### config.mk
export PLATFORM = sky130hd
export DESIGN_NAME = fucc_channel
export DESIGN_NICKNAME = d
export VERILOG_FILES = /design/src/hw/fucc_pkg.sv /design/src/hw/fucc_channel.sv
export SDC_FILE = /design/constraint.sdc
export NUM_CORES = 1
export LEC_CHECK = 0
export BUFFER_PORTS_ARGS = -buffer_cell sky130_fd_sc_hd__buf_2
export CORE_MARGIN = 2
export CORE_UTILIZATION = 65
export DETAILED_ROUTE_END_ITERATION = 12
export HOLD_SLACK_MARGIN = 0.03
export MAX_ROUTING_LAYER = met4
export PLACE_DENSITY = 0.85
export SYNTH_ARGS = -nofsm -noshare
export SYNTH_HDL_FRONTEND = slang
export SYNTH_SLANG_ARGS = --single-unit
### constraint.sdc
create_clock -name i_clk_sys -period 11.6 [get_ports i_clk_sys]
set_clock_uncertainty 0.15 [all_clocks]
set_input_delay 1.74 -clock i_clk_sys [delete_from_list [all_inputs] [get_ports i_clk_sys]]
set_output_delay 1.74 -clock i_clk_sys [all_outputs]
set_load 0.01 [all_outputs]
### src/hw/fucc_pkg.sv
// Constants for the filtered up/down counter channel.
// Assumes the system clock also acts as the channel's counting time base.
package fucc_pkg;
    localparam int          CLK_PERIOD_NS = 10;
    // Register byte offsets
    localparam logic [7:0]  REG_CTRL      = 8'h00;
    localparam logic [7:0]  REG_COUNT     = 8'h04;
    localparam logic [7:0]  REG_S_COUNT   = 8'h08;
    localparam logic [7:0]  REG_S_TBASE   = 8'h0C;
    localparam logic [7:0]  REG_S_FRAC    = 8'h10;
    localparam logic [7:0]  REG_S_PERIOD  = 8'h14;
    // Control field positions
    localparam int          CTL_MODE_LO   = 0;
    localparam int          CTL_DOWN      = 2;
    localparam int          CTL_RST_START = 3;
    localparam int          CTL_ZERO_MODE = 4;
    localparam int          CTL_FLT0_LO   = 8;
    localparam int          CTL_FLT1_LO   = 12;
    localparam logic [15:0] CTRL_RESET    = 16'h0008;
    localparam logic [15:0] CTRL_MASK     = 16'h771F;
    // Counting modes
    localparam logic [1:0]  MODE_SINGLE   = 2'h0;
    localparam logic [1:0]  MODE_UPDOWN   = 2'h1;
    localparam logic [1:0]  MODE_FREQ     = 2'h2;
    // Filter gate times in ns, setting 0 is off
    localparam int          GATE_1_NS     = 100;
    localparam int          GATE_2_NS     = 200;
    localparam int          GATE_3_NS     = 500;
    localparam int          GATE_4_NS     = 1000;
    localparam int          GATE_5_NS     = 2000;
    localparam int          GATE_6_NS     = 4000;
    localparam int          GATE_7_NS     = 5000;
    localparam logic [9:0]  GATE_1_CYC    = 10'((GATE_1_NS + CLK_PERIOD_NS - 1) / CLK_PERIOD_NS);
    localparam logic [9:0]  GATE_2_CYC    = 10'((GATE_2_NS + CLK_PERIOD_NS - 1) / CLK_PERIOD_NS);
    localparam logic [9:0]  GATE_3_CYC    = 10'((GATE_3_NS + CLK_PERIOD_NS - 1) / CLK_PERIOD_NS);
    localparam logic [9:0]  GATE_4_CYC    = 10'((GATE_4_NS + CLK_PERIOD_NS - 1) / CLK_PERIOD_NS);
    localparam logic [9:0]  GATE_5_CYC    = 10'((GATE_5_NS + CLK_PERIOD_NS - 1) / CLK_PERIOD_NS);
    localparam logic [9:0]  GATE_6_CYC    = 10'((GATE_6_NS + CLK_PERIOD_NS - 1) / CLK_PERIOD_NS);
    localparam logic [9:0]  GATE_7_CYC    = 10'((GATE_7_NS + CLK_PERIOD_NS - 1) / CLK_PERIOD_NS);
    localparam logic [3:0]  FRAC_BITS     = 4'h8;
    localparam logic [31:0] CNT_ONE       = 32'h0000_0001;
    typedef enum logic [1:0] {
        DIV_IDLE = 2'b01,
        DIV_RUN  = 2'b10
    } fucc_div_e;
endpackage : fucc_pkg

### src/hw/fucc_channel.sv
// One filtered counter channel: single-input, up/down and paired frequency counting.
// Assumes pins are asynchronous; sample and acquisition-start strobes are on i_clk_sys.
`timescale 1ns/1ns

// Summary of operation
// (RQ1) Up/down mode: up pin edge increments
// (RQ2) Up/down mode: down pin edge decrements
// (RQ3) Latch counter value on every sample
// (RQ4) Frequency uses fixed adjacent counter pair
// (RQ5) First counter counts source rising edges
// (RQ6) Second counter counts time base cycles
// (RQ7) Source edge captures time base count
// (RQ8) Sample reads both counts together
// (RQ9) Interpolate fractional count at sample
// (RQ10) Independent selectable filter per input
// (RQ11) Filter off passes input unchanged
// (RQ12) Filter samples on every time base edge
// (RQ13) New level passes after stable gate time
// (RQ14) Eight gate settings, off to 5 us
// (RQ15) Pass pulses at gate, block shorter
// (RQ16) Reset-on-start clears counters at start
// (RQ17) Without reset-on-start, counters keep running
// (RQ18) Default single input counts up
// (RQ19) Down direction without second input
// (RQ20) Repeat mode holds last period value
// (RQ21) Zero mode outputs zero without news
// (RQ22) 32-bit counters wrap modulo 2^32
module fucc_channel
    import fucc_pkg::*;
(
    input  wire logic        i_clk_sys,
    input  wire logic        i_reset,
    input  wire logic        i_primary_count_pin,
    input  wire logic        i_auxiliary_count_pin,
    input  wire logic        i_acq_start,
    input  wire logic        i_sample,
    input  wire logic [7:0]  i_addr,
    input  wire logic [31:0] i_wdata,
    input  wire logic        i_wr,
    input  wire logic        i_rd,
    output logic      [31:0] o_rdata,
    output logic      [31:0] o_sample_count,
    output logic      [31:0] o_sample_tbase,
    output logic      [31:0] o_sample_period,
    output logic      [7:0]  o_sample_frac,
    output logic             o_sample_valid
);

    function automatic logic [9:0] gate_cycles(input logic [2:0] sel);
        logic [9:0] g;
        g = 10'h001;
        unique case (sel)
            3'h1: g = GATE_1_CYC;
            3'h2: g = GATE_2_CYC;
            3'h3: g = GATE_3_CYC;
            3'h4: g = GATE_4_CYC;
            3'h5: g = GATE_5_CYC;
            3'h6: g = GATE_6_CYC;
            3'h7: g = GATE_7_CYC;
            3'h0: g = 10'h001;
        endcase
        return g;
    endfunction : gate_cycles

    logic [15:0] ctrl_q;
    logic [1:0]  sync1_q;
    logic [1:0]  sync2_q;
    logic [1:0]  flt_q;
    logic [9:0]  flt_cnt_q [2];
    logic [1:0]  fin_prev_q;
    logic [31:0] count_q;
    logic [31:0] tbase_q;
    logic [31:0] tb_cap_q;
    logic [31:0] tb_prev_q;
    logic        new_meas_q;
    logic [31:0] period_q;
    fucc_div_e   div_state_q;
    logic [31:0] rem_q;
    logic [31:0] div_q;
    logic [7:0]  quo_q;
    logic [3:0]  div_cnt_q;
    logic [31:0] rdata_q;
    logic [31:0] s_count_q;
    logic [31:0] s_tbase_q;
    logic [31:0] s_period_q;
    logic [7:0]  s_frac_q;
    logic        s_valid_q;

    wire logic [1:0]  mode       = ctrl_q[CTL_MODE_LO +: 2];
    wire logic        dir_down   = ctrl_q[CTL_DOWN];
    wire logic        rst_start  = ctrl_q[CTL_RST_START];
    wire logic        zero_mode  = ctrl_q[CTL_ZERO_MODE];
    wire logic [2:0]  flt_sel [2];
    assign flt_sel[0] = ctrl_q[CTL_FLT0_LO +: 3];
    assign flt_sel[1] = ctrl_q[CTL_FLT1_LO +: 3];

    // Filter output, bypassed when off
    wire logic [1:0]  fin;
    assign fin[0] = (flt_sel[0] == 3'h0) ? sync2_q[0] : flt_q[0]; // RQ11
    assign fin[1] = (flt_sel[1] == 3'h0) ? sync2_q[1] : flt_q[1]; // RQ11
    wire logic [1:0]  rise       = fin & ~fin_prev_q;
    wire logic        is_updown  = (mode == MODE_UPDOWN);
    wire logic        is_freq    = (mode == MODE_FREQ);
    wire logic        clr        = i_acq_start & rst_start; // RQ16 RQ17
    wire logic        inc        = is_updown ? (rise[0] & ~rise[1])   // RQ1
                                   : (rise[0] & (~dir_down | is_freq)); // RQ5 RQ18
    wire logic        dec        = is_updown ? (rise[1] & ~rise[0])   // RQ2
                                   : (rise[0] & dir_down & ~is_freq); // RQ19
    wire logic        src_edge   = is_freq & rise[0];
    wire logic [31:0] count_d    = clr ? 32'h0000_0000
                                   : inc ? count_q + CNT_ONE          // RQ22
                                   : dec ? count_q - CNT_ONE
                                   : count_q;
    wire logic [31:0] elapsed    = tbase_q - tb_cap_q;
    wire logic [31:0] meas_per   = tb_cap_q - tb_prev_q;
    wire logic        div_go     = i_sample & is_freq & (div_state_q == DIV_IDLE);
    wire logic [32:0] rem_shift  = {rem_q, 1'b0};
    wire logic        rem_ge     = (rem_shift >= {1'b0, div_q});
    wire logic [31:0] period_out = (zero_mode & ~new_meas_q) ? 32'h0000_0000 // RQ21
                                   : period_q;                               // RQ20

    // Register read decode
    wire logic [31:0] rd_mux     = (i_addr == REG_CTRL)     ? {16'h0000, ctrl_q}
                                 : (i_addr == REG_COUNT)    ? count_q
                                 : (i_addr == REG_S_COUNT)  ? s_count_q
                                 : (i_addr == REG_S_TBASE)  ? s_tbase_q
                                 : (i_addr == REG_S_FRAC)   ? {24'h000000, s_frac_q}
                                 : (i_addr == REG_S_PERIOD) ? s_period_q
                                 : 32'h0000_0000;

    always_ff @(posedge i_clk_sys) begin
        if (i_reset) begin
            ctrl_q <= CTRL_RESET;
        end else if (i_wr && i_addr == REG_CTRL) begin
            ctrl_q <= i_wdata[15:0] & CTRL_MASK; // RQ14
        end
    end

    always_ff @(posedge i_clk_sys) begin
        if (i_reset) begin
            rdata_q <= 32'h0000_0000;
        end else begin
            rdata_q <= i_rd ? rd_mux : 32'h0000_0000;
        end
    end

    // Pin synchronisers, one per input
    always_ff @(posedge i_clk_sys) begin
        if (i_reset) begin
            sync1_q <= 2'h0;
            sync2_q <= 2'h0;
        end else begin
            sync1_q <= {i_auxiliary_count_pin, i_primary_count_pin};
            sync2_q <= sync1_q;
        end
    end

    // Glitch filters sampled every time base edge
    always_ff @(posedge i_clk_sys) begin
        if (i_reset) begin
            flt_q <= 2'h0;
            flt_cnt_q[0] <= 10'h000;
            flt_cnt_q[1] <= 10'h000;
        end else begin
            for (int i = 0; i < 2; i++) begin // RQ10 RQ12
                if (sync2_q[i] == flt_q[i]) begin
                    flt_cnt_q[i] <= 10'h000;
                end else if (flt_cnt_q[i] + 10'h001 >= gate_cycles(flt_sel[i])) begin
                    flt_q[i] <= sync2_q[i]; // RQ13 RQ15
                    flt_cnt_q[i] <= 10'h000;
                end else begin
                    flt_cnt_q[i] <= flt_cnt_q[i] + 10'h001;
                end
            end
        end
    end

    always_ff @(posedge i_clk_sys) begin
        if (i_reset) begin
            fin_prev_q <= 2'h0;
            count_q <= 32'h0000_0000;
        end else begin
            fin_prev_q <= fin;
            count_q <= count_d;
        end
    end

    // Time base half of the pair and edge capture
    always_ff @(posedge i_clk_sys) begin
        if (i_reset || clr) begin
            tbase_q <= 32'h0000_0000;
            tb_cap_q <= 32'h0000_0000;
            tb_prev_q <= 32'h0000_0000;
        end else begin
            tbase_q <= tbase_q + CNT_ONE; // RQ4 RQ6
            if (src_edge) begin
                tb_cap_q <= tbase_q; // RQ7
                tb_prev_q <= tb_cap_q;
            end
        end
    end

    // New measurement flag; an edge wins over the sample clear
    always_ff @(posedge i_clk_sys) begin
        if (i_reset || clr) begin
            new_meas_q <= 1'b0;
            period_q <= 32'h0000_0000;
        end else begin
            if (src_edge) begin
                new_meas_q <= 1'b1;
                period_q <= tbase_q - tb_cap_q;
            end else if (i_sample) begin
                new_meas_q <= 1'b0;
            end
        end
    end

    // Sample latch
    always_ff @(posedge i_clk_sys) begin
        if (i_reset) begin
            s_count_q <= 32'h0000_0000;
            s_tbase_q <= 32'h0000_0000;
            s_period_q <= 32'h0000_0000;
        end else if (i_sample) begin
            s_count_q <= count_q; // RQ3 RQ8
            s_tbase_q <= tb_cap_q; // RQ8
            s_period_q <= period_out;
        end
    end

    // Fraction of a source period elapsed at the sample instant
    always_ff @(posedge i_clk_sys) begin
        if (i_reset) begin
            div_state_q <= DIV_IDLE;
            rem_q <= 32'h0000_0000;
            div_q <= 32'h0000_0000;
            quo_q <= 8'h00;
            div_cnt_q <= 4'h0;
            s_frac_q <= 8'h00;
            s_valid_q <= 1'b0;
        end else begin
            s_valid_q <= 1'b0;
            unique case (div_state_q)
                DIV_IDLE: begin
                    if (i_sample && !is_freq) begin
                        s_frac_q <= 8'h00;
                        s_valid_q <= 1'b1;
                    end else if (div_go) begin
                        if (meas_per == 32'h0000_0000 || elapsed >= meas_per) begin
                            s_frac_q <= 8'hFF;
                            s_valid_q <= 1'b1;
                        end else begin
                            rem_q <= elapsed; // RQ9
                            div_q <= meas_per;
                            quo_q <= 8'h00;
                            div_cnt_q <= 4'h0;
                            div_state_q <= DIV_RUN;
                        end
                    end
                end
                DIV_RUN: begin
                    rem_q <= rem_ge ? 32'(rem_shift - {1'b0, div_q}) : rem_shift[31:0];
                    quo_q <= {quo_q[6:0], rem_ge};
                    div_cnt_q <= div_cnt_q + 4'h1;
                    if (div_cnt_q == FRAC_BITS - 4'h1) begin
                        s_frac_q <= {quo_q[6:0], rem_ge}; // RQ9
                        s_valid_q <= 1'b1;
                        div_state_q <= DIV_IDLE;
                    end
                end
            endcase
        end
    end

    assign o_rdata = rdata_q;
    assign o_sample_count = s_count_q;
    assign o_sample_tbase = s_tbase_q;
    assign o_sample_period = s_period_q;
    assign o_sample_frac = s_frac_q;
    assign o_sample_valid = s_valid_q;
endmodule : fucc_channel

==> results of run 1 <==
## per-stage QoR
| stage | power, W | hold slack (ps) | area, um2 | cells | worst slack (ps) |
|---|---|---|---|---|---|
| 3_5_place_dp | 0.00175 | 286 | 25600 | 3565 | 4870 |
| 6_report | 0.00321 | 304 | 27100 | 3645 | 4760 |
| 5_1_grt | 0.00330 | 328 | 27100 | 3645 | 4490 |
| 3_3_place_gp | 0.00174 | 270 | 25600 | 3565 | 5070 |
| 2_1_floorplan | 0.00170 | 264 | 24600 | 3021 | 6500 |
| 4_1_cts | 0.00321 | 305 | 27100 | 3645 | 4870 |
## cell usage in the layout (no fill, tap or decap), types with 32 or more instances in the layout
| cell type | n |
|---|---|
| o21ai_0 | 75 |
| nor2_1 | 320 |
| a21oi_1 | 337 |
| dfxtp_1 | 412 |
| xor2_1 | 60 |
| inv_1 | 185 |
| buf_2 | 161 |
| nand3_1 | 45 |
| nor2b_1 | 48 |
| xnor2_1 | 95 |
| clkbuf_16 | 46 |
| nor3_1 | 32 |
| a22oi_1 | 41 |
| nand2_1 | 390 |
| a21o_1 | 80 |
| ha_1 | 188 |
| mux2i_1 | 104 |
## final timing paths
path	start	endpoint	slack, ps	cells past startpoint
worst max register to register	tb_cap_q[1]$_SDFFE_PP0P_	rem_q[24]$_SDFFE_PP0P_	4760	25
worst min register to register	period_q[19]$_SDFFE_PP0P_	period_q[19]$_SDFFE_PP0P_	300	2
worst min-delay path	period_q[19]$_SDFFE_PP0P_	period_q[19]$_SDFFE_PP0P_	300	2
worst max-delay path	tb_cap_q[1]$_SDFFE_PP0P_	rem_q[24]$_SDFFE_PP0P_	4760	25
## power by group through the flow
stage	sequential, W	combinational [W]	clock (W)
2_1_floorplan	0.00155	0.000153	0
3_3_place_gp	0.00155	0.000195	0
3_5_place_dp	0.00155	0.000202	0
4_1_cts	0.00152	0.000203	0.00150
5_1_grt	0.00152	0.000227	0.00156
6_report	0.00152	0.000208	0.00148
## state kept, by name, indices dropped and copies added (netlist names), 8 cells and up, named ones only
| register | flops |
|---|---|
| tbase_q | 32 |
| flt_cnt_q | 20 |
| count_q | 32 |
| div_q | 32 |
| tb_prev_q | 32 |
| o_rdata | 32 |
| ctrl_q | 11 |
| period_q | 32 |
| o_sample_period | 32 |
| rem_q | 32 |
| tb_cap_q | 32 |
| o_sample_frac | 8 |
| o_sample_count | 32 |
| o_sample_tbase | 32 |
## kinds of logic after synthesis
group	count (synthesis)	synth area share (%)
flip-flops	432	36.1
other	2	0.0307
buffers and inverters	336	5.30
AND/OR/NAND/NOR	1001	18.1
multiplexers	111	4.57
XOR/XNOR	157	5.62
AO/OA/AOI/OAI	770	20.3
adder cells (fa/ha/maj)	192	9.93
## metal layers
layer	routed length (um)	GRT usage [%]	vias to the layer above
li1	-	-	10635
met1	27800	44.2	10528
met2	30400	54.6	956
met3	5550	5.77	175
met4	2610	14.0	0
met5	0	-	-
## worst max-delay path: stages (launching register included)
cell and delay (ps):
dfxtp_1 550, inv_1 90, ha_1 270, nor2b_1 140
o31a_1 270, o2111ai_1 290, nand2_1 170, a21oi_1 270
o21ai_0 260, a211oi_1 340, xor2_1 480, inv_1 90
ha_1 310, a21o_1 180, a21o_1 160, a21o_1 180
a21o_1 170, a21o_1 160, a21oi_1 140, nor2b_1 90
a311oi_1 590, and3_1 340, a31oi_4 90, buf_4 350
or3_1 460, a21oi_1 130
## final cells by class
type	count	area (um2)	share of cell area, %
multi-input combinational	2253	14500	53.3
timing repair buffer	183	975	3.59
sequential	432	8850	32.6
clock inverter	12	200	0.738
clock buffer	68	1300	4.81
tap	511	639	2.36
inverter	186	698	2.57
==> flow_summary.ini, run 1 <==
[outcome]
status = complete, no violations

[worst_setup_path]
endpoint_kind = flip-flop
worstSetupPathType = flip-flop to flip-flop
cp-start-kind = flip-flop
cp_data_arrival_time_ps = 7210
path_max_fanout = 73
required_ps = 11970

[power_and_ir_drop]
seqPwrFrac_pct = 47.3
p_sw_share_pct = 23.0
internal_power_w = 0.00247
p_sw_w = 0.000736
powerDensity_mw_per_mm2 = 118
comb_power_share_pct = 6.5
peakVddDrop_mv = 0.0887
power.leakage_nw = 11.5
clkPwrFrac_pct = 46.2

[synthesis]
synth_top_area_cell = dfxtp_1
synth_seq_cells = 432
synth_most_common_cell = dfxtp_1
synth_top_cell_area_share_pct = 33.7
netlist_top_cells_count = dfxtp_1 (412), nand2_1 (391), a21oi_1 (338)
synth_warnings = 0
syn_avg_cell_area_um2 = 8.16
synthTopCellsByArea = dfxtp_1 (34%), ha_1 (9.6%), a21oi_1 (6.9%)
synth_ff_type = dfxtp_1
syn-cell-area_mm2 = 0.0245
syn_inst = 3001
yosysSeqAreaShare_pct = 36.1
async_flop_share_pct = 0
synth-edff-count = 20
synth_cell_types = 81

[run]
cap_violations = 0

[clock_tree]
post_cts_resized = 0
clk_pin_slew_ps = 60
cts_buffers = 45
cts_buffer_depth = 3
clock_sinks = 432
root_buffer = clkbuf_16
clk_latency_ps = 590
cts_tree = yes
htree_num_levels = 2
cts-hold-fix-buffers = 0
post-cts-setup-buffer-count = 0

[final_layout]
syn_to_final_growth_pct = 10.8
drive_gt1_share_pct = 9.57
antenna_cells = 0
fin_nets = 3341
postLayoutCoreUtil_pct = 72.5
fillers = 2733

[global_route]
grt_max_degree = 134
grt_pass1_wl_um = 107000
overflow = 0
grt_usage_pct = 34.6
grt_pass1_vias = 20935
antenna_found_initial = 0

[route]
vias_per_cell = 6.12
totalWireLength_um = 66400
drt-initial-drc-count = 1800
firstDrtPassIters = 7
vias = 22294
drc_errors = 0
ant_nets = 0
wire_per_inst_um = 18.2

[sta]
finalHoldViolCount = 0
fmax_mhz = 146
period_share_pct = 59.0
rsz0062_at_grt = no
slew_violations = 0
setup_viol = 0
relSlewSlack_pct = 22.5
fin_crit_ps = 6840
worstMarginPinSlew_ps = 1150
fin_tns_setup_ps = 0

[floorplan]
num_io_pins = 185
rows = 71
coreArea_mm2 = 0.0374
die_area_mm2 = 0.0392
start_util_pct = 65.5
die_w_um = 198
die_h_um = 198

[place]
port_buffers = 163
place_hpwl_um = 47700
gp_congestion = 0.992

[min_path]
hp-class = flip-flop to flip-flop
(Power assumes the default switching activity.)
==> run 2, diff against run 1 <==
--- a/config.mk
+++ b/config.mk
@@ -7,11 +7,11 @@
 export LEC_CHECK = 0
 export BUFFER_PORTS_ARGS = -buffer_cell sky130_fd_sc_hd__buf_2
 export CORE_MARGIN = 2
-export CORE_UTILIZATION = 65
+export CORE_UTILIZATION = 55
 export DETAILED_ROUTE_END_ITERATION = 12
 export HOLD_SLACK_MARGIN = 0.03
 export MAX_ROUTING_LAYER = met4
-export PLACE_DENSITY = 0.85
+export PLACE_DENSITY = 0.77
 export SYNTH_ARGS = -nofsm -noshare
 export SYNTH_HDL_FRONTEND = slang
 export SYNTH_SLANG_ARGS = --single-unit
==> constraint.sdc (replaced) <==
create_clock -name i_clk_sys -period 6.2 [get_ports i_clk_sys]
set_clock_uncertainty 0.15 [all_clocks]
set_input_delay 0.93 -clock i_clk_sys [delete_from_list [all_inputs] [get_ports i_clk_sys]]
set_output_delay 0.93 -clock i_clk_sys [all_outputs]
set_load 0.01 [all_outputs]
==> run 2 against run 1 <==
  * Routed wire length grew 4.0%
  * Register-to-register slack worse by 4500 ps
  * Global-route usage decreased by 4.5 points
  * Hold slack worse by 0.72 ps
  * Sequential share of layout area is 1.1 points lower
  * Final area up 3.7%
  * Combinational power grew 96%
  * Clock power rose by 100%
  * First-iteration DRC count rose by 18%
  * Fmax grew 16%
  * Critical endpoint is now div_q[13]$_SDFFE_PP0P_
  * Largest power group is now clock
==> flow_summary.ini, run 2 (same netlist as run 1, synthesis figures left out) <==
[clock_tree]
cts_buffers = 48
cts_buffer_depth = 3
cts-hold-fix-buffers = 0
clk_pin_slew_ps = 60
root_buffer = clkbuf_16
clock_sinks = 432
cts_tree = yes
clk_latency_ps = 600
htree_num_levels = 2

[route]
drt-initial-drc-count = 2130
vias = 22416
firstDrtPassIters = 8
vias_per_cell = 5.86
ant_nets = 0
drc_errors = 0
wire_per_inst_um = 18.1
totalWireLength_um = 69100

[power_and_ir_drop]
power.leakage_nw = 12.0
seqPwrFrac_pct = 45.6
clkPwrFrac_pct = 47.8
internal_power_w = 0.00475
powerDensity_mw_per_mm2 = 221
finalPower_w = 0.00622
p_sw_share_pct = 23.7
p_sw_w = 0.00147
comb_power_share_pct = 6.6
peakVddDrop_mv = 0.198

[worst_setup_path]
worstSetupPathType = flip-flop to flip-flop
slowest_delay_ps = 390
cp_data_arrival_time_ps = 6260
path_max_fanout = 20
endpoint_kind = flip-flop
critPathSlowestCell = fa_1
required_ps = 6550
cp-start-kind = flip-flop

[final_layout]
fin_nets = 3430
final_cell_mix = dfxtp_1 (412), nand2_1 (390), a21oi_1 (336)
final_cell_area_mm2 = 0.0281
multiInputGateArea_mm2 = 0.0145
fillers = 3761
regArea_mm2 = 0.00885
syn_to_final_growth_pct = 14.8
drive_gt1_share_pct = 12.6
final_common_cell = dfxtp_1

[global_route]
antenna_found_initial = 0
overflow = 0
grt_pass1_vias = 21323
grt_usage_pct = 30.1
grt_pass1_wl_um = 111000
grt_max_degree = 116

[place]
place_hpwl_um = 50900
gp_congestion = 1.01
port_buffers = 163
dpl_cell_area_mm2 = 0.0263

[floorplan]
die_w_um = 215
coreArea_mm2 = 0.0441
start_util_pct = 55.5
die_h_um = 215
rows = 77
die_area_mm2 = 0.0462
num_io_pins = 185

[sta]
slew_violations = 0
fin_crit_ps = 5910
setup_viol = 0
whs_ps = 304
relSlewSlack_pct = 21.1
period_share_pct = 95.4
fmax_mhz = 169
worstMarginPinSlew_ps = 1180
finalHoldViolCount = 0

[outcome]
status = complete, no violations

[run]
cap_violations = 0

[min_path]
hp-class = flip-flop to flip-flop
## run 2: repair_timing
item / CTS / global route
gates cloned: 0 / 1
pin swaps: 1 / 4
setup buffers: 1 / 5
endpoints found under the setup margin: 14 / 75
resized for setup: 1 / 10
## run 2: critical path, delay by kind of cell (launching register included)
family | cells | cell delay (ps)
adders and majority gates | 3 | 890
DFF | 1 | 330
AOI/OAI and AO/OA | 12 | 2240
buffers and inverters | 5 | 740
xor gates and xnor gates | 1 | 190
and+or+nand+nor | 7 | 1260
## run 2: worst paths after layout
path / start / to / slack (ps) / depth (start not counted)
hold reg to reg: period_q[3]$_SDFFE_PP0P_ / period_q[3]$_SDFFE_PP0P_ / 300 / 2
hold / removal: period_q[3]$_SDFFE_PP0P_ / period_q[3]$_SDFFE_PP0P_ / 300 / 2
setup reg to reg: tbase_q[0]$_SDFF_PP0_ / div_q[13]$_SDFFE_PP0P_ / 290 / 28
setup / recovery: tbase_q[0]$_SDFF_PP0_ / div_q[13]$_SDFFE_PP0P_ / 290 / 28
## run 2: stage by stage
step	utilization (%)	worst slack [ps]	setup TNS (ps)	instances
after floorplan	-	1100	0	3021
after global placement	59.7	46.9	0	3725
after detailed placement	59.7	-45.3	-63.4	3725
after CTS	63.5	32.7	0	3815
after global routing	63.7	-29.7	-29.7	3821
final	63.7	287	0	3822
## run 2: area by class of cell
class	instances	area share (%)
inverters	186	2.48
multi-input cells	2253	51.6
clock buffers	69	5.09
repair buffers	269	5.93
diodes	1	0.00890
flip-flops and latches	432	31.5
clock inverters	20	0.779
well taps	592	2.63
## run 2: power groups by stage
stage               clock network (W)  logic, W  registers, W
finish                        0.00298  0.000408       0.00284
CTS                           0.00301  0.000401       0.00284
floorplan                           0  0.000286       0.00289
global route                  0.00313  0.000449       0.00284
detailed placement                  0  0.000397       0.00290
global placement                    0  0.000386       0.00290
## run 2: layer usage
layer | track usage, % | wire (um)
met3 | 4.06 | 3850
met5 | - | 0
met2 | 48.9 | 32300
met1 | 38.5 | 30600
met4 | 10.4 | 2370
